--- config.mk ---
export PLATFORM = sky130hd
export DESIGN_NAME = tpc_timer_top
export DESIGN_NICKNAME = d
export VERILOG_FILES = /design/src/tpc_pkg.sv /design/src/tpc_queue_mem.sv /design/src/tpc_input_filter.sv /design/src/tpc_timer_top.sv
export VERILOG_INCLUDE_DIRS = /design/src
export SDC_FILE = /design/constraint.sdc
export NUM_CORES = 1
export LEC_CHECK = 0
export ABC_AREA = 1
export BUFFER_PORTS_ARGS = -buffer_cell sky130_fd_sc_hd__clkbuf_2
export CAP_MARGIN = 20
export CORE_MARGIN = 2
export CORE_UTILIZATION = 44
export DETAILED_ROUTE_END_ITERATION = 8
export PLACE_DENSITY = 0.59
export SETUP_SLACK_MARGIN = 0.1
export SYNTH_ARGS = -nofsm -noshare
export SYNTH_HDL_FRONTEND = slang
export SYNTH_SLANG_ARGS = --single-unit
export TNS_END_PERCENT = 1
--- constraint.sdc ---
create_clock -name pclk -period 4.47 [get_ports pclk]
set_input_delay 0.447 -clock pclk [delete_from_list [all_inputs] [get_ports pclk]]
set_output_delay 0.447 -clock pclk [all_outputs]
set_load 0.01 [all_outputs]
--- src/tpc_regs.svh ---
// Register offsets, field positions, reset values and counts of the timer block
`ifndef TPC_REGS_SVH
`define TPC_REGS_SVH

// Byte offsets on the APB port
`define TPC_OFS_SETUP 12'h000
`define TPC_OFS_DIVISOR 12'h004
`define TPC_OFS_END 12'h008
`define TPC_OFS_COUNT 12'h00C
`define TPC_OFS_STATUS 12'h010
`define TPC_OFS_CONTROL 12'h014
`define TPC_OFS_DMA_LEFT 12'h018
`define TPC_OFS_DMA_LOW 12'h01C
`define TPC_OFS_DMA_HIGH 12'h020
`define TPC_OFS_QUEUE_LOW 12'h024
`define TPC_OFS_QUEUE_HIGH 12'h028

// event_status fields
`define TPC_ST_DMA_DONE 7
`define TPC_ST_OVERFLOW 6
`define TPC_ST_REQUEST 5
`define TPC_ST_EVENT 4

// mode_control fields
`define TPC_CT_CAP_MODE 0
`define TPC_CT_CLEAR_ALL 1
`define TPC_CT_COUNT_EN 2
`define TPC_CT_OUT_EN 3
`define TPC_CT_DMA_EN 4
`define TPC_CT_POLARITY 5
`define TPC_CT_EDGE_LO 6
`define TPC_CT_EDGE_HI 7

// Setup fields
`define TPC_SU_IE_END 7
`define TPC_SU_IE_OV 6
`define TPC_SU_IE_REQ 5
`define TPC_SU_IE_ACT 4
`define TPC_SU_CAP_LEVEL 2

// Reset values
`define TPC_CONTROL_RESET 8'h02
`define TPC_DIVISOR_RESET 12'h020
`define TPC_DMA_LEFT_RESET 8'h00

// Queue depth and request levels
`define TPC_QUEUE_DEPTH 4'h8
`define TPC_REQ_CAPTURE 4'h4
`define TPC_REQ_PWM 4'h3

// Minimum accepted pulse, in divided clocks
`define TPC_WIDTH_SLOW 3'h4
`define TPC_WIDTH_FAST 3'h1

// Word repeats, stored as count minus one
`define TPC_REP_1 4'h0
`define TPC_REP_4 4'h3
`define TPC_REP_8 4'h7
`define TPC_REP_16 4'hF

// Edge select codes
`define TPC_EDGE_OFF 2'h0
`define TPC_EDGE_ANY 2'h1
`define TPC_EDGE_FALL 2'h2
`define TPC_EDGE_RISE 2'h3

`endif

--- src/tpc_pkg.sv ---
// Types shared by the timer block
package tpc_pkg;
  typedef enum logic [2:0] {
    TPC_DMA_IDLE = 3'b001,
    TPC_DMA_BUSY = 3'b010,
    TPC_DMA_HOLD = 3'b100
  } tpc_dma_state_type;

  typedef struct packed {
    logic req;
    logic we;
    logic [11:0] addr;
    logic [15:0] wdata;
  } tpc_dma_req_type;
endpackage

--- src/tpc_queue_mem.sv ---
// Eight-word storage of the sample queue, read data registered
`timescale 1ns/1ns
`default_nettype none
module tpc_queue_mem (
  input wire logic pclk,
  input wire logic we,
  input wire logic [2:0] waddr,
  input wire logic [15:0] wdata,
  input wire logic [2:0] raddr,
  output logic [15:0] rdata
);
  logic [15:0] mem [0:7];

  // Write port
  always_ff @(posedge pclk) begin
    if (we) begin
      mem[waddr] <= wdata;
    end
  end

  // Bypass so a word written into an empty queue is seen at once
  always_ff @(posedge pclk) begin
    if (we && (waddr == raddr)) begin
      rdata <= wdata;
    end else begin
      rdata <= mem[raddr];
    end
  end
endmodule // tpc_queue_mem
`default_nettype wire

--- src/tpc_input_filter.sv ---
// Capture pin synchroniser and minimum pulse width filter
`timescale 1ns/1ns
`default_nettype none
`include "tpc_regs.svh"
module tpc_input_filter (
  input wire logic pclk,
  input wire logic presetn,
  input wire logic pin,
  input wire logic tick,
  input wire logic min_one,
  output logic level
);
  logic sync_a;
  logic sync_b;
  logic [2:0] stable;
  logic [2:0] need;

  // Two flops before anything looks at the pin
  always_ff @(posedge pclk or negedge presetn) begin
    if (!presetn) begin
      sync_a <= 1'b1;
      sync_b <= 1'b1;
    end else begin
      sync_a <= pin;
      sync_b <= sync_a;
    end
  end

  assign need = min_one ? `TPC_WIDTH_FAST : `TPC_WIDTH_SLOW;

  // New level accepted only after holding for the needed divided clocks
  always_ff @(posedge pclk or negedge presetn) begin
    if (!presetn) begin
      stable <= 3'h0;
      level <= 1'b1;
    end else if (sync_b == level) begin
      stable <= 3'h0;
    end else if (tick) begin
      if ((stable + 3'h1) >= need) begin
        level <= sync_b;
        stable <= 3'h0;
      end else begin
        stable <= stable + 3'h1;
      end
    end
  end
endmodule // tpc_input_filter
`default_nettype wire

--- src/tpc_timer_top.sv ---
// PWM / capture timer with sample queue, DMA channel and APB registers
`timescale 1ns/1ns
`default_nettype none
`include "tpc_regs.svh"
module tpc_timer_top
  import tpc_pkg::*;
(
  input wire logic pclk,
  input wire logic presetn,
  input wire logic psel,
  input wire logic penable,
  input wire logic pwrite,
  input wire logic [11:0] paddr,
  input wire logic [31:0] pwdata,
  output logic [31:0] prdata,
  output logic pready,
  output logic pslverr,
  input wire logic capture_pin,
  output logic pwm_out,
  output logic pwm_oe,
  output tpc_dma_req_type dma_req,
  input wire logic dma_ack,
  input wire logic [15:0] dma_rdata,
  output logic irq
);
  ////////////////////////////////////////////////////////////////////////////
  // Declarations
  logic [3:0] setup_ie;
  logic [7:0] ctrl;
  logic [11:0] divisor;
  logic [15:0] end_value;
  logic [15:0] count;
  logic [11:0] prescale;
  logic [7:0] dma_words_left;
  logic [10:0] dma_word_ptr;
  logic [7:0] queue_hold;
  logic dma_done_flag;
  logic queue_overflow_flag;
  logic queue_request_flag;
  logic event_flag;
  logic [2:0] wr_ptr;
  logic [2:0] rd_ptr;
  logic [2:0] next_rd_ptr;
  logic [3:0] queue_fill_level;
  logic [15:0] head;
  logic [15:0] pwm_word;
  logic [3:0] rep_left;
  logic [3:0] rep_reload;
  logic cap_level;
  logic prev_level;
  logic first_word;
  logic [15:0] dma_buf;
  tpc_dma_state_type dma_state;
  logic [31:0] read_mux;
  logic mapped;
  logic acc;
  logic wr_fire;
  logic rd_fire;
  logic tick;
  logic [11:0] div_m1;
  logic [15:0] end_m1;
  logic pwm_wrap;
  logic pwm_pop;
  logic rise;
  logic fall;
  logic valid_edge;
  logic cap_en;
  logic timeout;
  logic cap_event;
  logic cap_push;
  logic [15:0] cap_word;
  logic sw_push;
  logic sw_pop;
  logic dma_pop;
  logic dma_fetch;
  logic dma_push;
  logic dma_finish;
  logic dma_run;
  logic do_pop;
  logic do_write;
  logic [15:0] push_data;
  logic queue_empty;
  logic queue_full;
  logic overflow_evt;
  logic act_evt;
  logic end_evt;
  logic queue_access;
  logic [7:0] stat_clr;
  logic capture_mode_select;
  logic clear_all_bit;
  logic count_enable_bit;
  logic output_enable_bit;
  logic dma_enable_bit;
  logic pwm_polarity;
  logic [1:0] edge_select;
  logic action_irq_enable;

  assign capture_mode_select = ctrl[`TPC_CT_CAP_MODE];
  assign clear_all_bit = ctrl[`TPC_CT_CLEAR_ALL];
  assign count_enable_bit = ctrl[`TPC_CT_COUNT_EN];
  assign output_enable_bit = ctrl[`TPC_CT_OUT_EN];
  assign dma_enable_bit = ctrl[`TPC_CT_DMA_EN];
  assign pwm_polarity = ctrl[`TPC_CT_POLARITY];
  assign edge_select = {ctrl[`TPC_CT_EDGE_HI], ctrl[`TPC_CT_EDGE_LO]};
  assign action_irq_enable = setup_ie[`TPC_SU_IE_ACT - 4];

  ////////////////////////////////////////////////////////////////////////////
  // APB slave: one wait state, side effects at the completing edge
  assign acc = psel & penable;
  assign wr_fire = acc & pwrite & pready;
  assign rd_fire = acc & ~pwrite & pready;

  // Read multiplexer and address decode
  always_comb begin
    read_mux = 32'h0000_0000;
    mapped = 1'b1;
    case (paddr)
      `TPC_OFS_SETUP: read_mux = {24'h000000, setup_ie, 1'b0, cap_level, 2'h0};
      `TPC_OFS_DIVISOR: read_mux = {20'h00000, divisor};
      `TPC_OFS_END: read_mux = {16'h0000, end_value};
      `TPC_OFS_COUNT: read_mux = {16'h0000, count};
      `TPC_OFS_STATUS: read_mux = {24'h000000, dma_done_flag, queue_overflow_flag,
                                   queue_request_flag, event_flag, queue_fill_level};
      `TPC_OFS_CONTROL: read_mux = {24'h000000, ctrl};
      `TPC_OFS_DMA_LEFT: read_mux = {24'h000000, dma_words_left};
      `TPC_OFS_DMA_LOW: read_mux = {24'h000000, dma_word_ptr[6:0], 1'b0};
      `TPC_OFS_DMA_HIGH: read_mux = {24'h000000, 4'h0, dma_word_ptr[10:7]};
      `TPC_OFS_QUEUE_LOW: read_mux = {24'h000000, head[7:0]};
      `TPC_OFS_QUEUE_HIGH: read_mux = {24'h000000, head[15:8]};
      default: mapped = 1'b0;
    endcase
  end

  // Registered answer; unmapped addresses answer with pslverr
  always_ff @(posedge pclk or negedge presetn) begin
    if (!presetn) begin
      pready <= 1'b0;
      pslverr <= 1'b0;
      prdata <= 32'h0000_0000;
    end else begin
      pready <= acc & ~pready;
      pslverr <= acc & ~pready & ~mapped;
      prdata <= (acc & ~pready & ~pwrite) ? read_mux : 32'h0000_0000;
    end
  end

  // Software-written configuration
  always_ff @(posedge pclk or negedge presetn) begin
    if (!presetn) begin
      setup_ie <= 4'h0;
      ctrl <= `TPC_CONTROL_RESET;
      divisor <= `TPC_DIVISOR_RESET;
      end_value <= 16'h0000;
      queue_hold <= 8'h00;
    end else if (wr_fire) begin
      case (paddr)
        `TPC_OFS_SETUP: setup_ie <= pwdata[7:4];
        `TPC_OFS_DIVISOR: divisor <= pwdata[11:0];
        `TPC_OFS_END: end_value <= pwdata[15:0];
        `TPC_OFS_CONTROL: ctrl <= pwdata[7:0];
        `TPC_OFS_QUEUE_HIGH: queue_hold <= pwdata[7:0];
        default: ;
      endcase
    end
  end

  ////////////////////////////////////////////////////////////////////////////
  // Prescaler and counter
  assign div_m1 = (divisor == 12'h000) ? 12'h000 : divisor - 12'h001;
  assign tick = count_enable_bit & ~clear_all_bit & (prescale >= div_m1);
  assign end_m1 = end_value - 16'h0001;
  assign pwm_wrap = tick & ~capture_mode_select & ((end_value == 16'h0000) | (count >= end_m1));

  // Divider restarts whenever counting stops
  always_ff @(posedge pclk or negedge presetn) begin
    if (!presetn) begin
      prescale <= 12'h000;
    end else if (tick | ~count_enable_bit | clear_all_bit) begin
      prescale <= 12'h000;
    end else begin
      prescale <= prescale + 12'h001;
    end
  end

  // Shared count: PWM period in one mode, pulse width in the other
  always_ff @(posedge pclk or negedge presetn) begin
    if (!presetn) begin
      count <= 16'h0000;
    end else if (clear_all_bit) begin
      count <= 16'h0000;
    end else if (capture_mode_select) begin
      if (cap_event) begin
        count <= 16'h0000;
      end else if (tick && (count != 16'hFFFF)) begin
        count <= count + 16'h0001;
      end
    end else if (pwm_wrap) begin
      count <= 16'h0000;
    end else if (tick) begin
      count <= count + 16'h0001;
    end
  end

  ////////////////////////////////////////////////////////////////////////////
  // PWM generator
  always_comb begin
    case (edge_select)
      `TPC_EDGE_OFF: rep_reload = `TPC_REP_1;
      `TPC_EDGE_ANY: rep_reload = `TPC_REP_4;
      `TPC_EDGE_FALL: rep_reload = `TPC_REP_8;
      default: rep_reload = `TPC_REP_16;
    endcase
  end

  // An empty queue keeps the last word running rather than dropping to 0%
  assign pwm_pop = pwm_wrap & (rep_left == 4'h0) & ~queue_empty & ~sw_pop;

  always_ff @(posedge pclk or negedge presetn) begin
    if (!presetn) begin
      pwm_word <= 16'h0000;
      rep_left <= 4'h0;
    end else if (clear_all_bit) begin
      pwm_word <= 16'h0000;
      rep_left <= 4'h0;
    end else if (pwm_wrap) begin
      if (rep_left != 4'h0) begin
        rep_left <= rep_left - 4'h1;
      end else if (pwm_pop) begin
        pwm_word <= head;
        rep_left <= rep_reload;
      end
    end
  end

  // Compare gives word/end duty; a word above end saturates at 100%
  always_ff @(posedge pclk or negedge presetn) begin
    if (!presetn) begin
      pwm_out <= 1'b0;
      pwm_oe <= 1'b0;
    end else begin
      if (output_enable_bit && !capture_mode_select && (count < pwm_word)) begin
        pwm_out <= ~pwm_polarity;
      end else begin
        pwm_out <= pwm_polarity;
      end
      pwm_oe <= output_enable_bit & ~capture_mode_select;
    end
  end

  ////////////////////////////////////////////////////////////////////////////
  // Capture unit
  tpc_input_filter u_filter (
    .pclk(pclk),
    .presetn(presetn),
    .pin(capture_pin),
    .tick(tick),
    .min_one(pwm_polarity),
    .level(cap_level)
  );

  assign rise = cap_level & ~prev_level;
  assign fall = ~cap_level & prev_level;
  assign cap_en = capture_mode_select & count_enable_bit & ~clear_all_bit & (edge_select != `TPC_EDGE_OFF);
  always_comb begin
    case (edge_select)
      `TPC_EDGE_ANY: valid_edge = cap_en & (rise | fall);
      `TPC_EDGE_FALL: valid_edge = cap_en & fall;
      `TPC_EDGE_RISE: valid_edge = cap_en & rise;
      default: valid_edge = 1'b0;
    endcase
  end
  assign timeout = cap_en & tick & (count >= end_value) & ~valid_edge;
  assign cap_event = valid_edge | timeout;
  // Flag: measured level in any-edge mode, overflow mark otherwise
  assign cap_word = valid_edge ? {(edge_select == `TPC_EDGE_ANY) & prev_level, count[14:0]}
                               : {(edge_select != `TPC_EDGE_ANY) | cap_level, count[14:0]};
  assign cap_push = cap_event & ~first_word;

  // First word after enabling is not a full width and is dropped
  always_ff @(posedge pclk or negedge presetn) begin
    if (!presetn) begin
      prev_level <= 1'b1;
      first_word <= 1'b1;
    end else begin
      prev_level <= cap_level;
      if (!cap_en) begin
        first_word <= 1'b1;
      end else if (cap_event) begin
        first_word <= 1'b0;
      end
    end
  end

  ////////////////////////////////////////////////////////////////////////////
  // Sample queue
  assign queue_empty = (queue_fill_level == 4'h0);
  assign queue_full = (queue_fill_level == `TPC_QUEUE_DEPTH);
  assign sw_push = wr_fire & (paddr == `TPC_OFS_QUEUE_LOW);
  assign sw_pop = rd_fire & (paddr == `TPC_OFS_QUEUE_LOW) & ~queue_empty;
  assign do_pop = sw_pop | pwm_pop | dma_pop;
  assign push_data = cap_push ? cap_word : (sw_push ? {queue_hold, pwdata[7:0]} : dma_buf);
  assign do_write = (cap_push | sw_push | dma_push) & ~clear_all_bit & (~queue_full | do_pop);
  assign overflow_evt = (cap_push | sw_push) & queue_full & ~do_pop & ~clear_all_bit;
  assign next_rd_ptr = clear_all_bit ? 3'h0 : rd_ptr + {2'h0, do_pop};

  always_ff @(posedge pclk or negedge presetn) begin
    if (!presetn) begin
      wr_ptr <= 3'h0;
      rd_ptr <= 3'h0;
      queue_fill_level <= 4'h0;
    end else if (clear_all_bit) begin
      wr_ptr <= 3'h0;
      rd_ptr <= 3'h0;
      queue_fill_level <= 4'h0;
    end else begin
      rd_ptr <= next_rd_ptr;
      if (do_write) begin
        wr_ptr <= wr_ptr + 3'h1;
      end
      case ({do_write, do_pop})
        2'b10: queue_fill_level <= queue_fill_level + 4'h1;
        2'b01: queue_fill_level <= queue_fill_level - 4'h1;
        default: ;
      endcase
    end
  end

  tpc_queue_mem u_mem (
    .pclk(pclk),
    .we(do_write),
    .waddr(wr_ptr),
    .wdata(push_data),
    .raddr(next_rd_ptr),
    .rdata(head)
  );

  ////////////////////////////////////////////////////////////////////////////
  // DMA channel: drains the queue in capture mode, fills it in PWM mode
  assign dma_run = dma_enable_bit & (dma_words_left != 8'h00);
  assign dma_pop = (dma_state == TPC_DMA_IDLE) & dma_run & capture_mode_select & ~queue_empty & ~sw_pop;
  assign dma_fetch = (dma_state == TPC_DMA_IDLE) & dma_run & ~capture_mode_select & ~queue_full;
  assign dma_push = (dma_state == TPC_DMA_HOLD) & ~cap_push & ~sw_push & ~queue_full;
  assign dma_finish = ((dma_state == TPC_DMA_BUSY) & dma_ack & dma_req.we) | dma_push;

  always_ff @(posedge pclk or negedge presetn) begin
    if (!presetn) begin
      dma_state <= TPC_DMA_IDLE;
      dma_req <= '0;
      dma_buf <= 16'h0000;
    end else begin
      case (dma_state)
        TPC_DMA_IDLE: begin
          if (dma_pop | dma_fetch) begin
            dma_req.req <= 1'b1;
            dma_req.we <= dma_pop;
            dma_req.addr <= {dma_word_ptr, 1'b0};
            dma_req.wdata <= head;
            dma_state <= TPC_DMA_BUSY;
          end
        end
        TPC_DMA_BUSY: begin
          if (dma_ack) begin
            dma_req.req <= 1'b0;
            dma_buf <= dma_rdata;
            dma_state <= dma_req.we ? TPC_DMA_IDLE : TPC_DMA_HOLD;
          end
        end
        TPC_DMA_HOLD: begin
          // Waits here while the queue is full or another source writes
          if (dma_push) begin
            dma_state <= TPC_DMA_IDLE;
          end
        end
        default: dma_state <= TPC_DMA_IDLE;
      endcase
    end
  end

  // Word count and pointer; a software preset beats the hardware step
  always_ff @(posedge pclk or negedge presetn) begin
    if (!presetn) begin
      dma_words_left <= `TPC_DMA_LEFT_RESET;
    end else if (wr_fire && (paddr == `TPC_OFS_DMA_LEFT)) begin
      dma_words_left <= pwdata[7:0];
    end else if (dma_finish && (dma_words_left != 8'h00)) begin
      dma_words_left <= dma_words_left - 8'h01;
    end
  end

  always_ff @(posedge pclk or negedge presetn) begin
    if (!presetn) begin
      dma_word_ptr <= 11'h000;
    end else if (wr_fire && (paddr == `TPC_OFS_DMA_LOW)) begin
      dma_word_ptr[6:0] <= pwdata[7:1];
    end else if (wr_fire && (paddr == `TPC_OFS_DMA_HIGH)) begin
      dma_word_ptr[10:7] <= pwdata[3:0];
    end else if (dma_finish) begin
      dma_word_ptr <= dma_word_ptr + 11'h001;
    end
  end

  ////////////////////////////////////////////////////////////////////////////
  // Status flags: a set in the same cycle as a clear wins
  assign stat_clr = (wr_fire && (paddr == `TPC_OFS_STATUS)) ? pwdata[7:0] : 8'h00;
  assign queue_access = (wr_fire | rd_fire) &
                        ((paddr == `TPC_OFS_QUEUE_LOW) | (paddr == `TPC_OFS_QUEUE_HIGH));
  assign act_evt = valid_edge | pwm_pop;
  assign end_evt = timeout | pwm_wrap;

  always_ff @(posedge pclk or negedge presetn) begin
    if (!presetn) begin
      dma_done_flag <= 1'b0;
    end else begin
      dma_done_flag <= (dma_finish & (dma_words_left == 8'h01)) |
                       (dma_done_flag & ~stat_clr[`TPC_ST_DMA_DONE] &
                        ~(wr_fire & (paddr == `TPC_OFS_DMA_LEFT)));
    end
  end

  always_ff @(posedge pclk or negedge presetn) begin
    if (!presetn) begin
      queue_overflow_flag <= 1'b0;
    end else begin
      queue_overflow_flag <= overflow_evt | (queue_overflow_flag & ~stat_clr[`TPC_ST_OVERFLOW]);
    end
  end

  // Request is level driven, so a clear only sticks once the level moves on
  always_ff @(posedge pclk or negedge presetn) begin
    if (!presetn) begin
      queue_request_flag <= 1'b0;
    end else begin
      queue_request_flag <= (capture_mode_select ? (queue_fill_level >= `TPC_REQ_CAPTURE)
                                                 : (queue_fill_level <= `TPC_REQ_PWM)) |
                            (queue_request_flag & ~stat_clr[`TPC_ST_REQUEST]);
    end
  end

  // Bit 4 has two meanings chosen by the action enable
  always_ff @(posedge pclk or negedge presetn) begin
    if (!presetn) begin
      event_flag <= 1'b0;
    end else if (action_irq_enable) begin
      event_flag <= act_evt | (event_flag & ~stat_clr[`TPC_ST_EVENT] & ~queue_access);
    end else begin
      event_flag <= end_evt | (event_flag & ~stat_clr[`TPC_ST_EVENT]);
    end
  end

  // Single request line from enabled flags
  always_ff @(posedge pclk or negedge presetn) begin
    if (!presetn) begin
      irq <= 1'b0;
    end else begin
      irq <= (dma_done_flag & dma_enable_bit) |
             (queue_overflow_flag & setup_ie[`TPC_SU_IE_OV - 4]) |
             (queue_request_flag & setup_ie[`TPC_SU_IE_REQ - 4]) |
             (event_flag & (action_irq_enable | setup_ie[`TPC_SU_IE_END - 4]));
    end
  end
endmodule // tpc_timer_top
`default_nettype wire

# Yosys cells after proc, flatten, opt, wreduce, memory -nomap -nowiden
# Memories as Yosys holds them, arrays and structs flattened. A register that Yosys moved wholly into a read port is not among the register bits.
# Index checks and enable logic that the tools add are counted.
dict set report word_totals {
  regBits 222
  ram_bits 128
  output_inout_bits 67
  elab_cells 301
  mem_count 1
}
# name depth word_bits read_ports rd_clocked_by_memory_dff write_ports line_no
set mem_list {}
lappend mem_list {u_mem.mem 8 16 1 1 1 tpc_queue_mem.sv:12} ;# logic [15:0] mem [0:7];
dict set report classes {
  n_addsub 12
  order_cmp 7
  n_eq_ne 30
  mux 56
  n_bitwise 113
  n_reduce_logical 45
}
# op count
set op_table {}
lappend op_table {{two-way mux 16 bit} 13}
lappend op_table {{one-hot mux 16 bit (11 select lines)} 1}
lappend op_table {{bitwise AND 1 bit} 62}
lappend op_table {{equality test 12 x 5 -> 1 bit, second input constant} 4}
lappend op_table {{equality test 12 x 6 -> 1 bit, second input constant} 3}
lappend op_table {{two-way mux 3 bit} 12}
lappend op_table {{>= comparator 16 bit} 2}
lappend op_table {{two-way mux 32 bit} 1}
lappend op_table {{two-way mux 30 bit} 1}
lappend op_table {{bitwise OR 1 bit} 26}
lappend op_table {{NOT 1 bit} 25}
lappend op_table {{equality test 12 x 4 -> 1 bit, second input constant} 2}
lappend op_table {{logical NOT 12 bit} 2}
lappend op_table {{two-way mux 12 bit} 2}
lappend op_table {{two-way mux 4 bit} 6}
lappend op_table {{two-way mux 8 bit} 3}
lappend op_table {{AND reduction 2 bit} 11}
lappend op_table {{nonzero test 2 bit} 9}
lappend op_table {{adder 16 x 1 -> 16 bit, second input constant} 1}
lappend op_table {{logical NOT 16 bit} 1}
lappend op_table {{< comparator 16 bit} 1}
lappend op_table {{!= test 16 bit, second input constant} 1}
lappend op_table {{subtractor 16 x 1 -> 16 bit, second input constant} 1}
lappend op_table {{two-way mux 7 bit} 2}
lappend op_table {{40 further kinds} 71}

# Depth between registers and ports, before layout
dict set report depth {
  word_depth 19
  depth_mapped 34
  mapped_depth_nobuf 34
}

# By module
# Synthesis repeated with hierarchy kept, for this count alone.
dict set report unflattened {
  hier_cells 2165
  area_unflattened_um2 18243.7
}
# module instances cells_each area_each_um2 seq_area_each_um2
set modules_own_cells {}
lappend modules_own_cells {tpc_timer_top 1 1546 12157.9 5011.1}
lappend modules_own_cells {tpc_queue_mem 1 574 5729.2 3903.7}
lappend modules_own_cells {tpc_input_filter 1 45 356.6 153.9}

# Least setup slack after synthesis
# No wires, ideal clock.
dict set report synth_path {
  path_type {register to register}
  from {register end_value[0]}
  to {memory u_mem.mem[0][0] (enable)}
  setup_time_ps 388
  arrival_time_ps 3602
  required_ps 4082
  setup_slack_ps 480
  path_stages_with_launch 23
  period_less_slack_ps 3990
  path_cell_list {dfrtp_1 > inv_1 > nand3_1 > nor3_1 > nand2_1 > nor4_2 > nand3_1 > xor2_1 > ha_1 > nand2_1 > inv_1 > nand3_1 > nor2_1 > nand3_1 > nand4_1 > nand3_1 > nand2_2 > inv_2 > nand2_1 > nand3_1 > inv_2 > nand2_1 > nor2_1}
}
dict set report synth_via {
  elab_chain_cells 14
}
# element line_no
set synth_lines {}
lappend synth_lines {{start, declared} tpc_timer_top.sv:31} ;# logic [15:0] end_value;
lappend synth_lines {{start signal, assigned} tpc_timer_top.sv:159} ;# `TPC_OFS_END: end_value <= pwdata[15:0];
lappend synth_lines {{branches (longest 11 deep; another with subtractor 16 x 1 -> 16 bit)} n/a}
lappend synth_lines {{bitwise AND 1 bit (*)} tpc_timer_top.sv:302} ;# assign do_write = (cap_push | sw_push | dma_push) & ~clear_all_bit & (~queue_full | do_pop);
lappend synth_lines {{two-way mux 1 bit (*)} tpc_queue_mem.sv:16} ;# if (we) begin
lappend synth_lines {{two-way mux 1 bit (not written as such) (*)} tpc_queue_mem.sv:17} ;# mem[waddr] <= wdata;
lappend synth_lines {{end, declared} tpc_queue_mem.sv:12}
# Every way passes the cells marked *.

# Worst setup path in the final report
dict set report layout_path {
  from {register divisor[4]}
  to {register queue_fill_level[3]}
}
dict set report layout_via {
  elab_chain_cells 19
}
# element line_no
set layout_lines {}
lappend layout_lines {{start, declared} tpc_timer_top.sv:30} ;# logic [11:0] divisor;
lappend layout_lines {{start signal, assigned} tpc_timer_top.sv:152} ;# divisor <= `TPC_DIVISOR_RESET;
lappend layout_lines {{start signal, assigned} tpc_timer_top.sv:158} ;# `TPC_OFS_DIVISOR: divisor <= pwdata[11:0];
lappend layout_lines {{subtractor 12 x 1 -> 12 bit / logical NOT 12 bit (equally long branches)} tpc_timer_top.sv:169} ;# assign div_m1 = (divisor == 12'h000) ? 12'h000 : divisor - 12'h001;
lappend layout_lines {{two-way mux 12 bit (*)} tpc_timer_top.sv:169}
lappend layout_lines {{>= comparator 12 bit (*)} tpc_timer_top.sv:170} ;# assign tick = count_enable_bit & ~clear_all_bit & (prescale >= div_m1);
lappend layout_lines {{bitwise AND 1 bit (*)} tpc_timer_top.sv:170}
lappend layout_lines {{bitwise AND 1 bit (3 in a row)} tpc_timer_top.sv:272} ;# assign timeout = cap_en & tick & (count >= end_value) & ~valid_edge;
lappend layout_lines {{bitwise OR 1 bit} tpc_timer_top.sv:273} ;# assign cap_event = valid_edge | timeout;
lappend layout_lines {{bitwise AND 1 bit} tpc_timer_top.sv:277} ;# assign cap_push = cap_event & ~first_word;
lappend layout_lines {{NOT 1 bit} tpc_timer_top.sv:342} ;# assign dma_push = (dma_state == TPC_DMA_HOLD) & ~cap_push & ~sw_push & ~queue_full;
lappend layout_lines {{bitwise AND 1 bit (3 in a row)} tpc_timer_top.sv:342}
lappend layout_lines {{bitwise OR 1 bit} tpc_timer_top.sv:302}
lappend layout_lines {{bitwise AND 1 bit (2 in a row)} tpc_timer_top.sv:302}
lappend layout_lines {{equality test 2 x 1 -> 1 bit / equality test 2 bit (equally long branches)} tpc_timer_top.sv:320} ;# case ({do_write, do_pop})
lappend layout_lines {{one-hot mux 4 bit (2 select lines)} tpc_timer_top.sv:320}
lappend layout_lines {{two-way mux 4 bit} tpc_timer_top.sv:311} ;# end else if (clear_all_bit) begin
lappend layout_lines {{end signal, assigned} tpc_timer_top.sv:321} ;# 2'b10: queue_fill_level <= queue_fill_level + 4'h1;
lappend layout_lines {{end signal, assigned} tpc_timer_top.sv:322} ;# 2'b01: queue_fill_level <= queue_fill_level - 4'h1;
lappend layout_lines {{end, declared} tpc_timer_top.sv:44} ;# logic [3:0] queue_fill_level;
# Mark *: on every way between the ends. The rest lies on a longest branch, timed or not.
# A chain may end at the register's enable or synchronous reset.

==> qor.yml <==
min_path_type: "in -> reg"
routed_wl_mm: 49.5
cts_buffers: 39
hold_viol: 0
synth-edff-count: 128
hold_ws_ns: 0.0892
setup_viol: 0
place_congestion: 0.939
slew_headroom: 0.184
period_share: 0.918
clkTransAtPathRegs_ns: 0.06
rows: 72
max_stage_delay_ns: 0.42
wl_per_cell_um: 18.9
nFillCells: 3632
grt_first_pass_wirelength_mm: 77.8
core-area_um2: 38800
cts_tree: "done"
clk_latency_ns: 0.56
area_delta_synth_final_pct: 15.2
dieArea_um2: 41200
antennaDiodeCount: 0
grt_antenna_before_repair: 0
drive_gt1_frac: 0.143
status: "completed"
initial_core_util: 0.449
cellLeakagePower_nw: 9.01
grt_overflow: 0
maxCapViolCount: 0
synth_cells: 1950
ys_types: 57
track_usage: 0.245
fin_nets: 2228
dieHeight_um: 203
multiInputGateArea_um2: 7280
ys.flop_type: "dfrtp_1"
fin_skew_ns: 0.0164
clock_path_buffers: 3
ir_drop_mv: 0.270
ys_top_cells_by_area: "dfrtp_1 28%, edfxtp_1 22%, nand2_1 9.3%, ha_1 5.7%, nor2_1 4.5%"
final-seq-area_um2: 9070
avgSynthCellArea_um2: 8.93
required_ns: 4.92
netlist_area_um2: 17400
drc: 0
root_buffer: "clkbuf_16"
crit_fanout: 15
end_kind: "flop"
period_minus_slack_ns: 4.10
crit_top_cell: "nand2_1"
drt_iter0_markers: 933
fin_setup_tns_ns: 0
ant_nets: 0
vias_per_cell: 5.37
place.port_buffers: 100
rsz0062_at_grt: "true"
io_pins: 134
tightestPinTransition_ns: 1.19
cts.sinks: 337
worstPathArrival_ns: 4.55
vias: 14100
crit_path_start_kind: "flop"
crit_type: "reg -> reg"
ys_async_sr_fraction: 0.611
synth.largest_area_cell: "dfrtp_1"
yosys_warnings: 0
grt_max_degree: 83
power_density_nw_per_um2: 345
htreeDepth: 2
die_w_um: 203
dr.pass1.iters: 5
synth_top_area_frac: 0.284
synth_seq_cells: 337
finalMaxSlewViolations: 0
crit_slowest_cell: "dfrtp_1"
dp_hpwl_mm: 35.4
grt_pass1_vias: 13900
clock.fmax_ghz: 0.244
seq_area_frac_synth: 0.521
## synthesized netlist by cell type, drive strengths merged, types with 2 or more instances
cell type,number
nand2,445
nor2,219
inv,210
o21ai,199
dfrtp,198
edfxtp,128
ha,80
a21oi,68
nand3,56
o22ai,49
nor3,47
clkbuf,41
buf,37
xor2,36
o32ai,30
nand4,21
o211ai,10
a31oi,9
nor4,9
dfstp,8
a221oi,7
o31ai,5
mux2i,4
o21a,4
xnor2,4
dfxtp,3
nor3b,3
a2111oi,2
a21o,2
a31o,2
nand3b,2
o21bai,2
or2,2
## layer usage
layer / GRT usage / routed length (um)
met3: 0.0356 / 2540
met4: 0.0876 / 1530
met5: 0 / 0
met2: 0.415 / 24000
met1: 0.320 / 21500
## per-stage QoR
step	setup WS [ns]	cells	power [mW]	util	instance area (um2)
2_1_floorplan	0.480	1966	3.55	-	17500
5_1_grt	-0.101	2627	7.16	0.517	20100
4_1_cts	0.111	2622	6.98	0.514	19900
3_3_place_gp	0.209	2550	3.70	0.480	18600
3_5_place_dp	0.133	2550	3.71	0.480	18600
6_report	0.367	2627	6.93	0.517	20100
## area by class of cell
type	instances	share of cell area
clock buffers	52	0.0531
clock inverters	18	0.0121
inverters	211	0.0395
multi-input cells	1340	0.363
flip-flops and latches	337	0.452
well taps	518	0.0323
repair buffers	151	0.0484
## sequential cells by signal, summed over array words and instances, names as in the netlist, 11 cells and up, named ones only
name / count
dma_req: 29
prdata: 16
prescale: 12
pwm_word: 16
u_mem.mem: 128
end_value: 16
divisor: 12
count: 16
dma_buf: 16
dma_word_ptr: 11
## where the power goes
group / internal [mW] / switching (mW)
sequential: 3.28 / 0.0450
combinational: 0.103 / 0.228
clock: 1.97 / 1.30
total: 5.35 / 1.57
## cell usage in the layout, fill, tap and decap left out, types with 40 or more instances in the layout
cell,n
nand2_1,432
nor2_1,205
dfrtp_1,198
inv_1,193
o21ai_0,140
edfxtp_1,128
clkbuf_2,99
ha_1,80
a21oi_1,66
nand3_1,50
o22ai_1,49
nor3_1,40
o21ai_1,40
## worst paths after layout
check | start | end | slack, ns | cells after the start
worst max-delay path | divisor[4] | queue_fill_level[3] | 0.37 | 31
max in group asynchronous | presetn | dma_req[3] | 2.95 | 3
worst min-delay path | dma_rdata[6] | dma_buf[6] | 0.09 | 3
worst min register to register | u_filter.sync_a | u_filter.sync_b | 0.36 | 0
worst max register to register | divisor[4] | queue_fill_level[3] | 0.37 | 31
min in group asynchronous | presetn | dma_req[20] | 0.48 | 2
## critical path: cells and delay by family, from the launching register on
| kind | cells | cell delay [ns] |
|---|---|---|
| XOR/XNOR | 1 | 0.14 |
| flip-flops | 1 | 0.42 |
| AND/OR/NAND/NOR | 20 | 1.89 |
| AO/OA/AOI/OAI | 3 | 0.39 |
| adder cells (fa/ha/maj) | 2 | 0.56 |
| buffers and inverters | 5 | 0.57 |
## kinds of logic after synthesis
kind of cell,count (synthesis),synth area share
other,1,0.000215
AND/OR/NAND/NOR,805,0.195
flip-flops,337,0.521
buffers and inverters,289,0.0682
multiplexers,4,0.00230
AO/OA/AOI/OAI,393,0.135
adder cells (fa/ha/maj),81,0.0586
XOR/XNOR,40,0.0201
## repair_timing
item / in CTS / in global routing
resized for setup: 0 / 16
setup buffers: 0 / 2
endpoints found under the setup margin: 0 / 182
hold endpoints to repair: 74 / 0
hold buffers: 2 / 0
(Power assumes the default switching activity.)
